## src/verilog/hbb_pkg.sv

```systemverilog
// package: shared constants and carrier types for the ahb split bridge
package hbb_pkg;
  localparam logic [1:0] HTRANS_IDLE = 2'h0;
  localparam logic [1:0] HTRANS_BUSY = 2'h1;
  localparam logic [1:0] HTRANS_NSEQ = 2'h2;
  localparam logic [1:0] HTRANS_SEQ = 2'h3;
  localparam logic [1:0] HRESP_OKAY = 2'h0;
  localparam logic [1:0] HRESP_ERROR = 2'h1;
  localparam logic [1:0] HRESP_RETRY = 2'h2;
  localparam logic [1:0] HRESP_SPLIT = 2'h3;
  localparam logic [2:0] HSIZE_WORD = 3'h2;
  localparam logic [2:0] HBURST_SINGLE = 3'h0;
  localparam logic [2:0] HBURST_INCR = 3'h1;
  localparam int BOUNDARY_BYTES = 32;
  localparam int BOUNDARY_WORDS = 8;
  localparam int WORD_BYTES = 4;
  // upstream request as captured on the address phase
  typedef struct packed {
    logic [31:0] addr;
    logic write;
    logic [2:0] size;
    logic [2:0] burst;
    logic [3:0] master;
    logic lock;
    logic prefetch;
  } hbb_req_t;
  typedef enum logic [5:0] {
    ST_IDLE = 6'h01,
    ST_WDATA = 6'h02,
    ST_DREQ = 6'h04,
    ST_DADDR = 6'h08,
    ST_DDATA = 6'h10,
    ST_READY = 6'h20
  } hbb_state_t;
endpackage
```

## src/verilog/hbb_bridge.sv

```systemverilog
// one-way ahb to ahb bridge with split responses, prefetch and fcfs ordering
`timescale 1ns/10ps
module hbb_bridge #(
  parameter int FIFO_WORDS = 8,
  parameter int NMST = 16
) (
  // clock and reset
  input wire logic clk_in,
  input wire logic sys_rst_in,
  // upstream slave side
  input wire logic hsel_in,
  input wire logic [31:0] haddr_in,
  input wire logic [1:0] htrans_in,
  input wire logic hwrite_in,
  input wire logic [2:0] hsize_in,
  input wire logic [2:0] hburst_in,
  input wire logic [31:0] hwdata_in,
  input wire logic [3:0] hmaster_in,
  input wire logic hmastlock_in,
  input wire logic hready_in,
  input wire logic prefetch_in,
  output logic hready_out,
  output logic [1:0] hresp_out,
  output logic [31:0] hrdata_out,
  output logic [NMST-1:0] hsplit_out,
  // downstream master side
  output logic mbusreq_out,
  output logic mlock_out,
  output logic [31:0] maddr_out,
  output logic [1:0] mtrans_out,
  output logic mwrite_out,
  output logic [2:0] msize_out,
  output logic [2:0] mburst_out,
  output logic [31:0] mwdata_out,
  input wire logic mgrant_in,
  input wire logic mready_in,
  input wire logic [1:0] mresp_in,
  input wire logic [31:0] mrdata_in
);
  localparam int AW = $clog2(FIFO_WORDS);
  initial begin
    if (FIFO_WORDS < 1 || FIFO_WORDS > 16 || NMST != 16) begin
      $error("hbb_bridge: unsupported parameters");
    end
  end

  hbb_pkg::hbb_state_t st_q, st_d;
  hbb_pkg::hbb_req_t req_q, req_d, sav_q, sav_d;
  logic sav_v_q, sav_v_d;
  logic [31:0] buf_q [FIFO_WORDS];
  logic [AW:0] cnt_q, cnt_d, beats_q, beats_d, idx_q, idx_d;
  logic rd_v_q, rd_v_d, err_q, err_d;
  logic wlat_q, wlat_d;
  logic [15:0] queue_q, queue_d;
  logic [NMST-1:0] hsplit_d;
  logic hready_d, mreq_d, mlock_d, mwrite_d;
  logic [1:0] hresp_d, mtrans_d;
  logic [31:0] hrdata_d, maddr_d, mwdata_d;
  logic [2:0] msize_d, mburst_d;
  logic lk_q, lk_d;

  wire up_act = hsel_in && hready_in && htrans_in[1];
  wire owner = (hmaster_in == req_q.master);

  // beat count of the downstream transfer
  function automatic logic [AW:0] beat_count(input hbb_pkg::hbb_req_t r);
    logic [5:0] wide;
    logic [5:0] to_bnd;
    logic [5:0] n;
    wide = 6'(1) << ((r.size > hbb_pkg::HSIZE_WORD) ? (r.size - hbb_pkg::HSIZE_WORD) : 3'h0);
    to_bnd = 6'(hbb_pkg::BOUNDARY_WORDS) - 6'(r.addr[4:2]);
    n = 6'h01;
    if (r.burst == hbb_pkg::HBURST_SINGLE) begin
      n = wide;
    end else if (r.write) begin
      n = 6'(FIFO_WORDS);
    end else if (r.prefetch) begin
      n = (to_bnd < 6'(FIFO_WORDS)) ? to_bnd : 6'(FIFO_WORDS);
    end else begin
      n = wide;
    end
    if (n > 6'(FIFO_WORDS)) begin
      n = 6'(FIFO_WORDS);
    end
    return (AW + 1)'(n);
  endfunction

  always_comb begin
    st_d = st_q;
    req_d = req_q;
    sav_d = sav_q;
    sav_v_d = sav_v_q;
    cnt_d = cnt_q;
    beats_d = beats_q;
    idx_d = idx_q;
    rd_v_d = rd_v_q;
    err_d = err_q;
    wlat_d = 1'b0;
    queue_d = queue_q;
    lk_d = lk_q;
    hsplit_d = '0;
    hready_d = 1'b1;
    hresp_d = hbb_pkg::HRESP_OKAY;
    hrdata_d = hrdata_out;
    mreq_d = mbusreq_out;
    mlock_d = mlock_out;
    maddr_d = maddr_out;
    mtrans_d = hbb_pkg::HTRANS_IDLE;
    mwrite_d = mwrite_out;
    msize_d = msize_out;
    mburst_d = mburst_out;
    mwdata_d = mwdata_out;
    // write data beat follows the accepted address
    if (wlat_q) begin
      mwdata_d = hwdata_in;
    end
    case (st_q)
      hbb_pkg::ST_IDLE: begin
        if (up_act) begin
          req_d = '{haddr_in, hwrite_in, hsize_in, hburst_in, hmaster_in,
                    hmastlock_in, prefetch_in};
          if (hwrite_in) begin
            // posted write answered okay at once, locked ones one wait
            hready_d = !hmastlock_in;
            wlat_d = 1'b1;
            st_d = hbb_pkg::ST_WDATA;
          end else if (sav_v_q && rd_v_q && hmaster_in == sav_q.master) begin
            hready_d = 1'b1;
          end else begin
            hresp_d = hbb_pkg::HRESP_SPLIT;
            hready_d = 1'b0;
            st_d = hbb_pkg::ST_DREQ;
          end
          beats_d = beat_count(req_d);
          cnt_d = '0;
          idx_d = '0;
          lk_d = hmastlock_in;
        end
      end
      hbb_pkg::ST_WDATA: begin
        st_d = hbb_pkg::ST_DREQ;
      end
      hbb_pkg::ST_DREQ: begin
        mreq_d = 1'b1;
        mlock_d = lk_q;
        if (up_act && !owner && !(hmastlock_in && !lk_q)) begin
          hresp_d = hbb_pkg::HRESP_SPLIT;
          hready_d = 1'b0;
          queue_d[hmaster_in] = 1'b1;
        end else if (up_act && hmastlock_in && !req_q.write && !lk_q) begin
          // locked access preempts the pending read
          sav_d = req_q;
          sav_v_d = 1'b1;
          req_d = '{haddr_in, hwrite_in, hsize_in, hburst_in, hmaster_in, 1'b1, prefetch_in};
          lk_d = 1'b1;
          beats_d = beat_count(req_d);
        end
        if (mgrant_in && mready_in) begin
          maddr_d = req_q.addr;
          mwrite_d = req_q.write;
          msize_d = (req_q.size > hbb_pkg::HSIZE_WORD) ? hbb_pkg::HSIZE_WORD : req_q.size;
          mburst_d = (beats_q > 1) ? hbb_pkg::HBURST_INCR : hbb_pkg::HBURST_SINGLE;
          mtrans_d = hbb_pkg::HTRANS_NSEQ;
          st_d = hbb_pkg::ST_DADDR;
        end
      end
      hbb_pkg::ST_DADDR, hbb_pkg::ST_DDATA: begin
        if (up_act && !owner && !hmastlock_in) begin
          hresp_d = hbb_pkg::HRESP_SPLIT;
          hready_d = 1'b0;
          queue_d[hmaster_in] = 1'b1;
        end
        if (st_q == hbb_pkg::ST_DADDR) begin
          // one address phase per beat, held while mready_in is low
          mtrans_d = mready_in ? hbb_pkg::HTRANS_IDLE : mtrans_out;
          st_d = mready_in ? hbb_pkg::ST_DDATA : hbb_pkg::ST_DADDR;
        end else begin
          // non-prefetch reads hold the bus with busy between beats
          mtrans_d = (req_q.prefetch || req_q.write) ? hbb_pkg::HTRANS_IDLE
                     : hbb_pkg::HTRANS_BUSY;
        end
        if (mready_in && st_q == hbb_pkg::ST_DDATA) begin
          if (mresp_in == hbb_pkg::HRESP_SPLIT || mresp_in == hbb_pkg::HRESP_RETRY) begin
            mtrans_d = hbb_pkg::HTRANS_IDLE;
            st_d = hbb_pkg::ST_DREQ;
          end else begin
            err_d = err_q | (mresp_in == hbb_pkg::HRESP_ERROR);
            cnt_d = cnt_q + 1'b1;
            maddr_d = maddr_out + 32'(hbb_pkg::WORD_BYTES);
            mtrans_d = hbb_pkg::HTRANS_SEQ;
            st_d = hbb_pkg::ST_DADDR;
            if (cnt_q + 1'b1 >= beats_q) begin
              mtrans_d = hbb_pkg::HTRANS_IDLE;
              mreq_d = 1'b0;
              mlock_d = lk_q && req_q.write ? 1'b0 : mlock_out;
              rd_v_d = !req_q.write;
              st_d = req_q.write ? hbb_pkg::ST_IDLE : hbb_pkg::ST_READY;
              if (req_q.write && sav_v_q) begin
                req_d = sav_q;
                st_d = hbb_pkg::ST_DREQ;
              end
            end
          end
        end
      end
      hbb_pkg::ST_READY: begin
        // answer ready: let the owner back into arbitration
        hsplit_d[req_q.master] = !hsplit_out[req_q.master] && rd_v_q;
        if (up_act && owner && !hwrite_in) begin
          hrdata_d = buf_q[idx_q[AW-1:0]];
          hresp_d = err_q ? hbb_pkg::HRESP_ERROR : hbb_pkg::HRESP_OKAY;
          idx_d = idx_q + 1'b1;
          if (idx_q + 1'b1 >= cnt_q || req_q.burst == hbb_pkg::HBURST_SINGLE) begin
            rd_v_d = 1'b0;
            err_d = 1'b0;
            lk_d = 1'b0;
            mlock_d = 1'b0;
            if (sav_v_q && !(req_q.master == sav_q.master)) begin
              req_d = sav_q;
              sav_v_d = 1'b0;
              st_d = hbb_pkg::ST_DREQ;
            end else begin
              sav_v_d = 1'b0;
              st_d = hbb_pkg::ST_IDLE;
              // release every queued master at once
              for (int i = 0; i < 16; i++) begin
                if (queue_q[i]) begin
                  hsplit_d[i] = 1'b1;
                  queue_d[i] = 1'b0;
                end
              end
            end
          end
        end else if (up_act && !owner && !hmastlock_in) begin
          hresp_d = hbb_pkg::HRESP_SPLIT;
          hready_d = 1'b0;
          queue_d[hmaster_in] = 1'b1;
        end
      end
      default: begin
        st_d = hbb_pkg::ST_IDLE;
      end
    endcase
  end

  logic buf_wr_en;
  always_comb begin
    buf_wr_en = 1'b0;
    if ((st_q == hbb_pkg::ST_DDATA) && mready_in && !req_q.write &&
        (mresp_in == hbb_pkg::HRESP_OKAY || mresp_in == hbb_pkg::HRESP_ERROR)) begin
      buf_wr_en = 1'b1;
    end
  end

  always_ff @(posedge clk_in) begin
    if (buf_wr_en) begin
      buf_q[cnt_q[AW-1:0]] <= mrdata_in;
    end
  end

  always_ff @(posedge clk_in or posedge sys_rst_in) begin
    if (sys_rst_in) begin
      st_q <= hbb_pkg::ST_IDLE;
      req_q <= '0;
      sav_q <= '0;
      sav_v_q <= 1'b0;
      cnt_q <= '0;
      beats_q <= '0;
      idx_q <= '0;
      rd_v_q <= 1'b0;
      err_q <= 1'b0;
      wlat_q <= 1'b0;
      queue_q <= '0;
      lk_q <= 1'b0;
      hsplit_out <= '0;
      hready_out <= 1'b1;
      hresp_out <= hbb_pkg::HRESP_OKAY;
      hrdata_out <= '0;
      mbusreq_out <= 1'b0;
      mlock_out <= 1'b0;
      maddr_out <= '0;
      mtrans_out <= hbb_pkg::HTRANS_IDLE;
      mwrite_out <= 1'b0;
      msize_out <= '0;
      mburst_out <= '0;
      mwdata_out <= '0;
    end else begin
      st_q <= st_d;
      req_q <= req_d;
      sav_q <= sav_d;
      sav_v_q <= sav_v_d;
      cnt_q <= cnt_d;
      beats_q <= beats_d;
      idx_q <= idx_d;
      rd_v_q <= rd_v_d;
      err_q <= err_d;
      wlat_q <= wlat_d;
      queue_q <= queue_d;
      lk_q <= lk_d;
      hsplit_out <= hsplit_d;
      hready_out <= hready_d;
      hresp_out <= hresp_d;
      hrdata_out <= hrdata_d;
      mbusreq_out <= mreq_d;
      mlock_out <= mlock_d;
      maddr_out <= maddr_d;
      mtrans_out <= mtrans_d;
      mwrite_out <= mwrite_d;
      msize_out <= msize_d;
      mburst_out <= mburst_d;
      mwdata_out <= mwdata_d;
    end
  end

  property p_read_split;
    @(posedge clk_in) disable iff (sys_rst_in)
    (st_q == hbb_pkg::ST_IDLE && up_act && !hwrite_in && !sav_v_q) |=>
      hresp_out == hbb_pkg::HRESP_SPLIT;
  endproperty
  a_read_split: assert property (p_read_split) else $error("read not split");

  property p_write_zero_wait;
    @(posedge clk_in) disable iff (sys_rst_in)
    (st_q == hbb_pkg::ST_IDLE && up_act && hwrite_in && !hmastlock_in) |=> hready_out;
  endproperty
  a_write_zero_wait: assert property (p_write_zero_wait) else $error("write waited");

  property p_lock_wait;
    @(posedge clk_in) disable iff (sys_rst_in)
    (st_q == hbb_pkg::ST_IDLE && up_act && hwrite_in && hmastlock_in) |=> !hready_out;
  endproperty
  a_lock_wait: assert property (p_lock_wait) else $error("locked write no wait");

  property p_single_read_latency;
    @(posedge clk_in) disable iff (sys_rst_in)
    (st_q == hbb_pkg::ST_DREQ && mgrant_in && mready_in && !req_q.write &&
     beats_q == 1) ##1 (mready_in && mresp_in == hbb_pkg::HRESP_OKAY)[*2] |=>
      (st_q == hbb_pkg::ST_READY);
  endproperty
  a_single_read_latency: assert property (p_single_read_latency)
    else $error("read data not ready");

  property p_lock_follows;
    @(posedge clk_in) disable iff (sys_rst_in)
    (st_q == hbb_pkg::ST_DREQ && lk_q) |=> mlock_out;
  endproperty
  a_lock_follows: assert property (p_lock_follows) else $error("downstream not locked");

  property p_fcfs_split;
    @(posedge clk_in) disable iff (sys_rst_in)
    (st_q == hbb_pkg::ST_DDATA && up_act && !owner && !hmastlock_in) |=>
      hresp_out == hbb_pkg::HRESP_SPLIT;
  endproperty
  a_fcfs_split: assert property (p_fcfs_split) else $error("other master not split");

  property p_beats_bound;
    @(posedge clk_in) disable iff (sys_rst_in)
    st_q == hbb_pkg::ST_DDATA |-> beats_q <= (AW + 1)'(FIFO_WORDS);
  endproperty
  a_beats_bound: assert property (p_beats_bound) else $error("burst too long");

  property p_no_burst_cross;
    @(posedge clk_in) disable iff (sys_rst_in)
    (mtrans_out == hbb_pkg::HTRANS_SEQ && !mwrite_out) |-> maddr_out[4:0] != 5'h00;
  endproperty
  a_no_burst_cross: assert property (p_no_burst_cross) else $error("crossed boundary");

  c_read: cover property (@(posedge clk_in) st_q == hbb_pkg::ST_READY);
  c_write: cover property (@(posedge clk_in) st_q == hbb_pkg::ST_WDATA);
  c_save: cover property (@(posedge clk_in) sav_v_q);
endmodule

```

## config.mk

```make
export PLATFORM = sky130hd
export DESIGN_NAME = hbb_bridge
export DESIGN_NICKNAME = d
export VERILOG_FILES = /design/src/verilog/hbb_pkg.sv /design/src/verilog/hbb_bridge.sv
export SDC_FILE = /design/constraint.sdc
export NUM_CORES = 1
export LEC_CHECK = 0
export BUFFER_PORTS_ARGS = -buffer_cell sky130_fd_sc_hd__clkbuf_2
export CORE_UTILIZATION = 25
export CTS_CLUSTER_DIAMETER = 80
export DETAILED_ROUTE_END_ITERATION = 7
export SYNTH_ARGS = -nofsm -noshare
export SYNTH_HDL_FRONTEND = slang
export SYNTH_SLANG_ARGS = --single-unit
```

## constraint.sdc

```tcl
create_clock -name clk_in -period 12.1 [get_ports clk_in]
set_clock_uncertainty 0.05 [all_clocks]
set_input_delay 2.42 -clock clk_in [delete_from_list [all_inputs] [get_ports clk_in]]
set_output_delay 2.42 -clock clk_in [all_outputs]
set_load 0.02 [all_outputs]
```

==> summary.md, run 1 <==
| Metric | Value |
|---|---|
| CTS tree | `built` |
| Worst setup endpoint | `queue_q[1]` |
| Cell Count Post-Placement | `2759` |
| Clock latency on the worst-skew pair | `0.62 ns` |
| Count of final hold-check violations | `0` |
| Full die area | `87000 um^2` |
| Maximum number of pins on one net before global-route repair | `123` |
| Largest area contributor in the netlist | `sky130_fd_sc_hd__edfxtp_1` |
| Sequential-to-total area share from yosys stat | `65.1%` |
| Startpoint-to-endpoint class of the critical path | `in -> reg` |
| Final Routed Wirelength | `52900 um` |
| Warnings, synthesis | `0` |
| Post-layout minimum cycle time | `4.77 ns` |
| Cell area after layout | `26000 um^2` |
| Mapped Cells | `1434` |
| Maximum resistive drop on vdd | `0.101 mV` |
| Area share of the largest cell type after synthesis | `35.8%` |
| Drt via density | `4.53` |
| Distinct cells, synth | `66` |
| Leakage power summed over all cells | `0.0102 uW` |
| Number of cells traversed by the worst register-to-register path | `9` |
| Share of post-route cells with drive strength above 1 | `36.1%` |
| Internal reg-to-reg setup slack | `8.08 ns` |
| Setup repair after global routing missed its margin | `false` |
| Mean routed wirelength per cell | `18.4 um` |
| Post-synthesis instance area | `21500 um^2` |
| Via total after detailed routing | `13.0k` |
| Period utilization | `39.4%` |
| Worst endpoint data arrival time | `5.19 ns` |
| Cell at the root of the clock tree | `sky130_fd_sc_hd__clkbuf_16` |
| Crit Path Max Fanout | `74` |
| Most common cell in the netlist | `sky130_fd_sc_hd__edfxtp_1` |
| Worst hold slack | `0.442 ns` |
| Top post-synthesis cells by area | `sky130_fd_sc_hd__edfxtp_1, sky130_fd_sc_hd__dfrtp_1, sky130_fd_sc_hd__mux2_2` |
| Maximum clock rate | `210 MHz` |
| Worst min-delay path class | `reg -> reg` |
| Die X-Extent | `295 um` |
| Number of enable-type register cells in the synthesized netlist | `256` |
| Number of max-slew violations in the final report | `0` |
| Maximum buffer depth of the clock tree | `3` |
| Number of buffers inserted by hold repair at cts | `0` |
| Final Util | `30.5%` |
| HPWL after detailed placement | `33300 um` |
| Clock buffers created by TritonCTS | `58` |
| Via count of the first global-routing pass | `13.5k` |
| Result of the run | `completed` |
| Buffer count from post-CTS setup fixing | `0` |
| Worst-margin pin slew | `0.997 ns` |
| Worst setup path startpoint | `hmaster_in[0]` |
| RR Endpoint | `req_q[5]` |
| Starting utilization of the core area | `25.2%` |
| Predominant post-synthesis flop cell | `sky130_fd_sc_hd__edfxtp_1` |
| Total congestion overflow | `0` |
| # nets final | `1806` |
| Port Buffer Count | `241` |
| Post-synthesis to final-layout area growth | `21.0%` |
| Fill count | `8458` |
| Share of flip-flops with an asynchronous set or reset after synthesis | `49.5%` |
| Startpoint kind of the worst setup timing path | `input pin` |
| Number of violations reported at the end of detailed-routing iteration 0 | `869` |
| Worst slew slack as a fraction of its limit | `33.5%` |
| Number of levels the H-tree was split into | `2` |
| Wire length of the first global-routing pass | `80500 um` |
| Clk pin slew, worst setup/hold paths | `0.06 ns` |
| Total routing usage reported by global routing | `12.0%` |
| Antenna viol nets, final | `0` |
| Number of register bits inferred by synthesis | `507` |
| Core outline area | `85000 um^2` |
| Max Cap Violations | `0` |
| Global placement routability congestion | `0.805` |
| Router iterations before antenna repair | `5` |
| Required @ worst endpoint | `12.52 ns` |
| Number of antenna violations at the first check in global routing | `4` |
| Syn_area_per_cell | `15.0 um^2` |
| Total DRC errors in the routed layout | `0` |
| Number of standard cells in the layout, taps in and fillers out | `2868` |
| Vertical extent of the die | `295 um` |
| Ranking of synthesized cells by instance count | `sky130_fd_sc_hd__edfxtp_1, sky130_fd_sc_hd__dfrtp_1, sky130_fd_sc_hd__mux2_2` |
| Source of the worst register-to-register timing path | `idx_q[0]` |
| P per Cell Area | `195 nW/um^2` |
| Post-cts resize count | `0` |
| Total I/O pin count | `245` |
| Cell area reported after detailed placement | `23900 um^2` |
| Count of endpoints failing setup in the final report | `0` |
| Endpoint type of the worst setup path | `flop` |
| Final-layout setup total negative slack | `0 ns` |
| Row Count | `107` |
| Num Clock Sinks | `507` |
where the power goes:
part / total, uW / internal (uW) / leakage [uW] / switching [uW]
Sequential: 2300 / 2060 / 0.00557 / 235
Clock: 1840 / 1130 / 0.000999 / 707
Combinational: 929 / 442 / 0.00359 / 487
Total: 5070 / 3640 / 0.0102 / 1430
routing by layer:
metal  GRT usage (%)  vias to the layer above  routed length [um]  part of all wire, %
li1                -                     5893                   -                    -
met1            14.7                     6569               21500                   41
met2            20.7                      432               26300                   50
met3            2.79                       98                3620                  6.8
met4            4.14                        8                1420                  2.7
met5               0                        -                  48                0.091
flip-flops by register name (all words and copies together), names as in the netlist, 3 cells and up:
register    cells
beats_q         4
buf_q         256
cnt_q           4
hrdata_out     32
hsplit_out     16
idx_q           4
maddr_out      32
msize_out       3
mwdata_out     32
queue_q        16
req_q          44
sav_q          44
st_q            6
layout make-up:
type	instances	area [um^2]	share of cell area, %
clock buffer	75	1580	6.07
inverter	19	78.8	0.304
timing repair buffer	266	1390	5.37
sequential	507	14000	53.9
multi-input combinational	823	7030	27.1
antenna	2	5.00	0.0193
tap	1144	1430	5.52
clock inverter	32	465	1.79
critical path, stage by stage:
cell and delay [ns]:
sky130_fd_sc_hd__clkbuf_2 0.25, sky130_fd_sc_hd__xnor2_1 0.17, sky130_fd_sc_hd__nand4_1 0.25, sky130_fd_sc_hd__nor4_2 0.28, sky130_fd_sc_hd__buf_4 0.65, sky130_fd_sc_hd__nand3_1 0.71
sky130_fd_sc_hd__a22o_1 0.45
kinds of logic (layout without fill, tap and decap cells):
group,after synthesis,after routing,synth area share (%)
xor+xnor,20,20,0.817
other cells,1,4,0.0175
compound gates,220,220,6.28
fa+ha+maj,12,12,0.700
buf+inv,105,392,2.47
mux,265,265,17.8
flops,507,507,65.1
simple gates,304,304,6.82
worst min path at each step:
stage / to / cells after the start / start
after floorplan: hresp_out[0] / 1 / err_q
after global placement: sav_q[12] / 1 / sav_q[12]
after detailed placement: sav_q[12] / 1 / sav_q[12]
after CTS: mtrans_out[0] / 1 / mtrans_out[0]
after global routing: sav_q[26] / 1 / sav_q[26]
final: mtrans_out[0] / 1 / mtrans_out[0]
per-stage QoR:
| step | setup slack, ns | power (uW) |
|---|---|---|
| after floorplan | 2.73 | 2950 |
| after CTS | 7.23 | 5140 |
| after global routing | 7.06 | 5320 |
| final | 7.33 | 5070 |
| after detailed placement | 6.60 | 3270 |
| after global placement | 6.68 | 3230 |
cells in the final DEF (no fill, tap or decap), types with 5 or more instances in the layout:
master                      Yosys  layout
sky130_fd_sc_hd__clkbuf_2       1     241
sky130_fd_sc_hd__xor2_1         5       5
sky130_fd_sc_hd__nand4_1        8       8
sky130_fd_sc_hd__nor4_1        12      11
sky130_fd_sc_hd__nand2b_1       8       8
sky130_fd_sc_hd__mux2i_1       33      33
sky130_fd_sc_hd__o22ai_1       15      15
sky130_fd_sc_hd__a22o_1        13      13
sky130_fd_sc_hd__mux4_2        64      64
sky130_fd_sc_hd__mux2_4        40      40
sky130_fd_sc_hd__nor2_1       102      99
sky130_fd_sc_hd__or3_1          7       7
sky130_fd_sc_hd__nand2_1       67      67
sky130_fd_sc_hd__nor3_2         1       7
sky130_fd_sc_hd__nand3_1       26      25
sky130_fd_sc_hd__mux2_2       128     128
sky130_fd_sc_hd__bufinv_16      0      10
sky130_fd_sc_hd__edfxtp_1     256     256
sky130_fd_sc_hd__nor3_1        29      23
sky130_fd_sc_hd__dfrtp_1      249     246
sky130_fd_sc_hd__a31oi_1        7       7
sky130_fd_sc_hd__clkbuf_16      0      58
sky130_fd_sc_hd__xnor2_1       15      15
sky130_fd_sc_hd__clkbuf_8       0       6
sky130_fd_sc_hd__ha_1          12      12
sky130_fd_sc_hd__and3_1        11      11
sky130_fd_sc_hd__a2bb2oi_1     12      12
sky130_fd_sc_hd__inv_1         19      18
sky130_fd_sc_hd__clkbuf_1      41      11
sky130_fd_sc_hd__buf_4          7      25
sky130_fd_sc_hd__o31ai_1       10      10
sky130_fd_sc_hd__a21oi_1       97      97
sky130_fd_sc_hd__clkinv_2       0      10
sky130_fd_sc_hd__o21ai_0       36      36
Power figures use the tool's default switching activity.
==> run 2, diff against run 1 <==
- clock period: 12.1 -> 4.9 ns (I/O delays scaled with it)
==> run 2 against run 1 <==
Effect of this change:
- register-to-register slack got worse by 7.0 ns
- die area did not move
- utilization barely moved
- design area fell by 0.15%
- clock power rose by 140%
==> summary.md, run 2 (synthesized netlist as in run 1, its figures left out) <==
| Metric | Value |
|---|---|
| Vertical extent of the die | `295 um (unchanged)` |
| Core outline area | `85000 um^2 (unchanged)` |
| Wire length of the first global-routing pass | `81000 um (+0.53%)` |
| Mean routed wirelength per cell | `18.6 um (+0.97%)` |
| Fill count | `8374 (-0.99%)` |
| Required @ worst endpoint | `5.34 ns (-7.18 ns)` |
| Router iterations before antenna repair | `7 (+2)` |
| Clock network fraction of total power | `35.5% (-0.8 points)` |
| Startpoint kind of the worst setup timing path | `flop` |
| Hold Crit Start | `sav_q[12]` |
| Share of total power consumed by net switching | `28.9% (+0.65 points)` |
| HPWL after detailed placement | `33800 um (+1.5%)` |
| Num Clock Sinks | `507 (unchanged)` |
| CTS tree | `built` |
| Internal reg-to-reg setup slack | `1.10 ns (-6.98 ns)` |
| Drt via density | `4.55 (+0.31%)` |
| Global placement routability congestion | `0.768 (-4.6%)` |
| Most common cell after layout, fill and taps aside | `sky130_fd_sc_hd__edfxtp_1` |
| Source of the worst register-to-register timing path | `idx_q[0]` |
| Total I/O pin count | `245 (unchanged)` |
| Clock latency on the worst-skew pair | `0.61 ns (about the same)` |
| Final-layout setup total negative slack | `0 ns (unchanged)` |
| Die X-Extent | `295 um (unchanged)` |
| Switching power | `3570 uW (+150%)` |
| Flip-flop count of the largest register, all copies and words added | `256 (unchanged)` |
| Row Count | `107 (unchanged)` |
| Max Cap Violations | `0 (unchanged)` |
| Post-synthesis to final-layout area growth | `20.8%` |
| Number of standard cells in the layout, taps in and fillers out | `2866 (-0.070%)` |
| Total DRC errors in the routed layout | `0 (unchanged)` |
| Worst endpoint data arrival time | `4.24 ns (-0.95 ns)` |
| Internal power | `8810 uW (+140%)` |
| Crit Path Max Fanout | `29 (-61%)` |
| Final Util | `30.5% (-0.047 points)` |
| Number of levels the H-tree was split into | `2 (unchanged)` |
| Share of post-route cells with drive strength above 1 | `36.3% (+0.14 points)` |
| Antenna viol nets, final | `0 (unchanged)` |
| Total routing usage reported by global routing | `12.1% (+0.094 points)` |
| Cell Count Post-Placement | `2761 (+0.072%)` |
| Endpoint type of the worst setup path | `flop` |
| Via count of the first global-routing pass | `13.6k (+0.97%)` |
| Maximum number of pins on one net before global-route repair | `93 (-24%)` |
| Count of final hold-check violations | `0 (unchanged)` |
| Number of antenna violations at the first check in global routing | `5 (+1)` |
| Result of the run | `completed` |
| Count of endpoints failing setup in the final report | `0 (unchanged)` |
| Period utilization | `77.5%` |
| Most frequent cells in the layout | `sky130_fd_sc_hd__edfxtp_1, sky130_fd_sc_hd__dfrtp_1, sky130_fd_sc_hd__clkbuf_2, sky130_fd_sc_hd__mux2_2, sky130_fd_sc_hd__nor2_1` |
| Number of max-slew violations in the final report | `0 (unchanged)` |
| # nets final | `1807 (+0.055%)` |
| Number of buffers inserted by hold repair at cts | `0 (unchanged)` |
| Worst setup path startpoint | `idx_q[0]` |
| Leakage power summed over all cells | `0.0101 uW (-0.14%)` |
| Full die area | `87000 um^2 (unchanged)` |
| Worst Hold Path Cells | `1 (unchanged)` |
| Maximum buffer depth of the clock tree | `3 (unchanged)` |
| P per Cell Area | `478 nW/um^2 (+140%)` |
| Port Buffer Count | `241 (unchanged)` |
| Total congestion overflow | `0 (unchanged)` |
| Portion of total power attributed to sequential cells | `45.8% (+0.5 points)` |
| Worst min-delay path class | `reg -> reg` |
| Proportion of power drawn by combinational gates | `18.7% (+0.4 points)` |
| Clock buffers created by TritonCTS | `57 (-1.7%)` |
| Buffer count from post-CTS setup fixing | `0 (unchanged)` |
| Number of violations reported at the end of detailed-routing iteration 0 | `875 (+0.69%)` |
| Cell at the root of the clock tree | `sky130_fd_sc_hd__clkbuf_16` |
| Clk pin slew, worst setup/hold paths | `0.06 ns (about the same)` |
| Post-layout minimum cycle time | `3.80 ns` |
| Worst slew slack as a fraction of its limit | `28.0% (-5.5 points)` |
| Worst-margin pin slew | `1.08 ns (+0.0832 ns)` |
| Final Routed Wirelength | `53400 um (+0.90%)` |
| Maximum resistive drop on vdd | `0.250 mV (+150%)` |
| Startpoint-to-endpoint class of the critical path | `reg -> reg` |
| Via total after detailed routing | `13.0k (+0.24%)` |
| Setup repair after global routing missed its margin | `false` |
| Post-cts resize count | `0 (unchanged)` |
| Starting utilization of the core area | `25.2% (unchanged)` |
| Number of cells traversed by the worst register-to-register path | `9 (unchanged)` |
| Maximum clock rate | `263 MHz` |
## run 2: cell type report
| class | count | area (um^2) | area share (%) |
|---|---|---|---|
| clock inverters | 27 | 342 | 1.32 |
| well taps | 1144 | 1430 | 5.52 |
| multi-input cells | 823 | 7030 | 27.1 |
| inverters | 19 | 75.1 | 0.290 |
| flip-flops and latches | 507 | 14000 | 53.9 |
| diodes | 1 | 2.50 | 0.00966 |
| clock buffers | 77 | 1610 | 6.22 |
| repair buffers | 268 | 1450 | 5.58 |
## run 2: final timing paths
check / to
setup reg to reg: req_q[43]
hold / removal: sav_q[12]
max in group asynchronous: req_q[39]
min in group asynchronous: sav_q[38]
setup / recovery: req_q[43]
hold reg to reg: sav_q[12]
## run 2: layer usage
layer	track usage [%]	vias up	wire length, um
met5	0	-	66
li1	-	5895	-
met2	20.9	409	26200
met4	4.48	10	1770
met1	14.7	6609	21700
met3	2.83	108	3690
## run 2: worst max-delay path: stages (launching register included)
cell and delay, ns:
sky130_fd_sc_hd__dfrtp_4 0.69, sky130_fd_sc_hd__ha_1 0.34, sky130_fd_sc_hd__xor2_1 0.15, sky130_fd_sc_hd__ha_1 0.28
sky130_fd_sc_hd__o21ai_0 0.08, sky130_fd_sc_hd__o21ai_0 0.50, sky130_fd_sc_hd__a21oi_1 0.29, sky130_fd_sc_hd__nor4_4 0.36
sky130_fd_sc_hd__buf_4 0.50, sky130_fd_sc_hd__mux2_2 0.39
## run 2: power by group through the flow
stage | clock network (uW) | logic (uW) | registers, uW
after floorplan | 0 | 1410 | 5880
after global placement | 0 | 2280 | 5710
after detailed placement | 0 | 2340 | 5760
after CTS | 4530 | 2350 | 5680
after global routing | 4690 | 2530 | 5770
final | 4400 | 2310 | 5680
## run 2: stage by stage
stage               hold slack (ns)  power [uW]  instance area [um^2]  setup WS [ns]
global placement              0.415        7990                 24000          0.969
finish                        0.441       12400                 25900           1.10
detailed placement            0.422        8090                 24000          0.944
global route                  0.457       13000                 25900          0.716
CTS                           0.440       12600                 25900          0.957
floorplan                     0.393        7290                 21500          0.248
==> run 3, diff against run 2 <==
- clock period: 4.9 -> 3.5 ns (I/O delays scaled with it)
==> run 3 against run 2 <==
Effect of this change:
- the flow now finishes with violations (DRC)
- wire length about the same
- sequential share of layout area decreased by 0.82 points
- critical path depth unchanged
==> summary.md, run 3 (synthesized netlist as in run 1, its figures left out) <==
| Metric | Value |
|---|---|
| Number of cells traversed by the worst register-to-register path | `9 (unchanged)` |
| Worst endpoint data arrival time | `3.69 ns (-0.55 ns)` |
| Number of buffers inserted by hold repair at cts | `0 (unchanged)` |
| Crit Path Max Fanout | `25 (-14%)` |
| Drt via density | `4.53 (-0.27%)` |
| # nets final | `1823 (+0.89%)` |
| Count of endpoints failing setup in the final report | `0 (unchanged)` |
| Via total after detailed routing | `13.1k (+0.49%)` |
| Family with the most delay on the worst path | `compound AO/OA/AOI/OAI gates` |
| Maximum resistive drop on vdd | `0.517 mV (+110%)` |
| Flip-flop count of the largest register, all copies and words added | `256 (unchanged)` |
| Most common cell after layout, fill and taps aside | `sky130_fd_sc_hd__edfxtp_1` |
| Wire length of the first global-routing pass | `80900 um (about the same)` |
| Number of standard cells in the layout, taps in and fillers out | `2888 (+0.77%)` |
| Wire length on met2 | `26400 um (+0.65%)` |
| CTS tree | `built` |
| Endpoint type of the worst setup path | `flop` |
| Maximum single-stage delay on the critical path | `0.48 ns (-0.21 ns)` |
| Most frequent cells in the layout | `sky130_fd_sc_hd__edfxtp_1, sky130_fd_sc_hd__dfrtp_1, sky130_fd_sc_hd__clkbuf_2, sky130_fd_sc_hd__mux2_2, sky130_fd_sc_hd__nor2_1` |
| RR Endpoint | `req_q[36]` |
| Startpoint-to-endpoint class of the critical path | `reg -> reg` |
| Clk pin slew, worst setup/hold paths | `0.06 ns (about the same)` |
| Cell mode on critical path | `sky130_fd_sc_hd__ha_1` |
| Post-synthesis to final-layout area growth | `22.7%` |
| Result of the run | `finished, violations left` |
| Number of levels the H-tree was split into | `2 (unchanged)` |
| Mean routed wirelength per cell | `18.5 um (-0.69%)` |
| Total routing usage reported by global routing | `12.1% (-0.051 points)` |
| Maximum number of pins on one net before global-route repair | `101 (+8.6%)` |
| Router iterations before antenna repair | `7 (unchanged)` |
| Setup repair after global routing missed its margin | `false` |
| Cell at the slowest stage of the critical path | `sky130_fd_sc_hd__o21ai_0` |
| Die X-Extent | `295 um (unchanged)` |
| Source of the worst register-to-register timing path | `cnt_q[0]` |
| Number of antenna violations at the first check in global routing | `5 (unchanged)` |
| Core outline area | `85000 um^2 (unchanged)` |
| Final Routed Wirelength | `53400 um (about the same)` |
| Highest routed metal layer | `met5` |
| Cell at the root of the clock tree | `sky130_fd_sc_hd__clkbuf_16` |
| Startpoint kind of the worst setup timing path | `flop` |
| Total I/O pin count | `245 (unchanged)` |
| Row Count | `107 (unchanged)` |
| Period utilization | `93.3% (+16 points)` |
| Number of max-slew violations in the final report | `0 (unchanged)` |
| Internal reg-to-reg setup slack | `0.24 ns (-0.87 ns)` |
| Length of routed met3 wiring | `3500 um (-5.2%)` |
| Chain of cells forming the critical path | `ha_1, xor2_1, ha_1, nand2_1, o21ai_0, a21oi_1, nor4_4, buf_12, mux2_4` |
| Full die area | `87000 um^2 (unchanged)` |
| Via count of the first global-routing pass | `13.7k (+0.79%)` |
| Worst min-delay path class | `in -> async` |
| Count of final hold-check violations | `0 (unchanged)` |
| Worst-margin pin slew | `1.07 ns (-0.0134 ns)` |
| Worst slew slack as a fraction of its limit | `28.9% (+0.89 points)` |
| Antenna viol nets, final | `0 (unchanged)` |
| Starting utilization of the core area | `25.2% (unchanged)` |
| Buffer count from post-CTS setup fixing | `0 (unchanged)` |
| Clock latency on the worst-skew pair | `0.66 ns (+0.05 ns)` |
| P per Cell Area | `672 nW/um^2 (+41%)` |
| Post-layout minimum cycle time | `3.26 ns (-0.532 ns)` |
| Maximum buffer depth of the clock tree | `3 (unchanged)` |
| Wire length on met1 | `22100 um (+2.3%)` |
| Worst path depth | `9 (unchanged)` |
| Port Buffer Count | `241 (unchanged)` |
| Post-cts resize count | `0 (unchanged)` |
| Required @ worst endpoint | `3.93 ns (-1.41 ns)` |
| CP Buf/Inv Count | `1 (unchanged)` |
| Maximum clock rate | `306 MHz (+16%)` |
| Global placement routability congestion | `0.812 (+5.7%)` |
| Max Cap Violations | `0 (unchanged)` |
| HPWL after detailed placement | `33900 um (+0.38%)` |
| Share of post-route cells with drive strength above 1 | `37.1% (+0.83 points)` |
| Violated checks | `DRC` |
| Total congestion overflow | `0 (unchanged)` |
| Num Clock Sinks | `507 (unchanged)` |
| Vertical extent of the die | `295 um (unchanged)` |
| Number of violations reported at the end of detailed-routing iteration 0 | `809 (-7.5%)` |
| Worst setup path startpoint | `cnt_q[0]` |
| Total DRC errors in the routed layout | `4 (+4)` |
| Worst setup endpoint | `req_q[36]` |
| Total power draw | `17700 uW (+43%)` |
| Cell Count Post-Placement | `2773 (+0.43%)` |
| Leakage power summed over all cells | `0.0103 uW (+1.2%)` |
| Clock buffers created by TritonCTS | `61 (+7.0%)` |
-- run 3: changes by cell type in the layout (fill, tap and decap cells not counted), sizes merged --
cell	previous run	this run
buf	27	39
clkinvlp	2	9
clkbuf	318	312
clkinv	17	23
inv	21	23
diode	1	2
-- run 3: final cells by class --
class / instances / area (um^2)
inverters: 19 / 75.1
diodes: 2 / 5.00
clock inverters: 42 / 499
flip-flops and latches: 507 / 14000
fillers: 8456 / 58700
well taps: 1144 / 1430
clock buffers: 71 / 1590
repair buffers: 280 / 1690
multi-input cells: 823 / 7040
-- run 3: stage by stage --
step | setup TNS (ns) | setup slack (ns) | area [um^2] | hold WS (ns) | utilization, %
6_report | 0 | 0.235 | 26300 | 0.0855 | 31.0
3_5_place_dp | 0 | 0.318 | 24200 | 0.424 | 28.5
5_1_grt | 0 | 0.180 | 26300 | 0.0845 | 30.9
4_1_cts | 0 | 0.314 | 26300 | 0.0552 | 30.9
3_3_place_gp | 0 | 0.351 | 24200 | 0.415 | 28.5
2_1_floorplan | -220.67 | -0.872 | 21500 | 0.393 | -
-- run 3: power breakdown --
group | total, uW | internal, uW | switching (uW)
logic | 3340 | 1580 | 1760
clock network | 6410 | 3760 | 2660
registers | 7920 | 7130 | 797
-- run 3: metal layers --
metal / global-route usage, % / up-vias
li1: - / 5928
met1: 14.8 / 6663
met2: 20.8 / 396
met3: 3.01 / 98
met4: 3.93 / 10
met5: 0 / -
-- run 3: how the worst min path moves through the flow --
stage	start	end
5_1_grt	sys_rst_in	mwdata_out[1]
4_1_cts	sys_rst_in	mwdata_out[1]
6_report	sys_rst_in	mwdata_out[8]
2_1_floorplan	err_q	hresp_out[0]
3_3_place_gp	sav_q[12]	sav_q[12]
3_5_place_dp	sav_q[12]	sav_q[12]
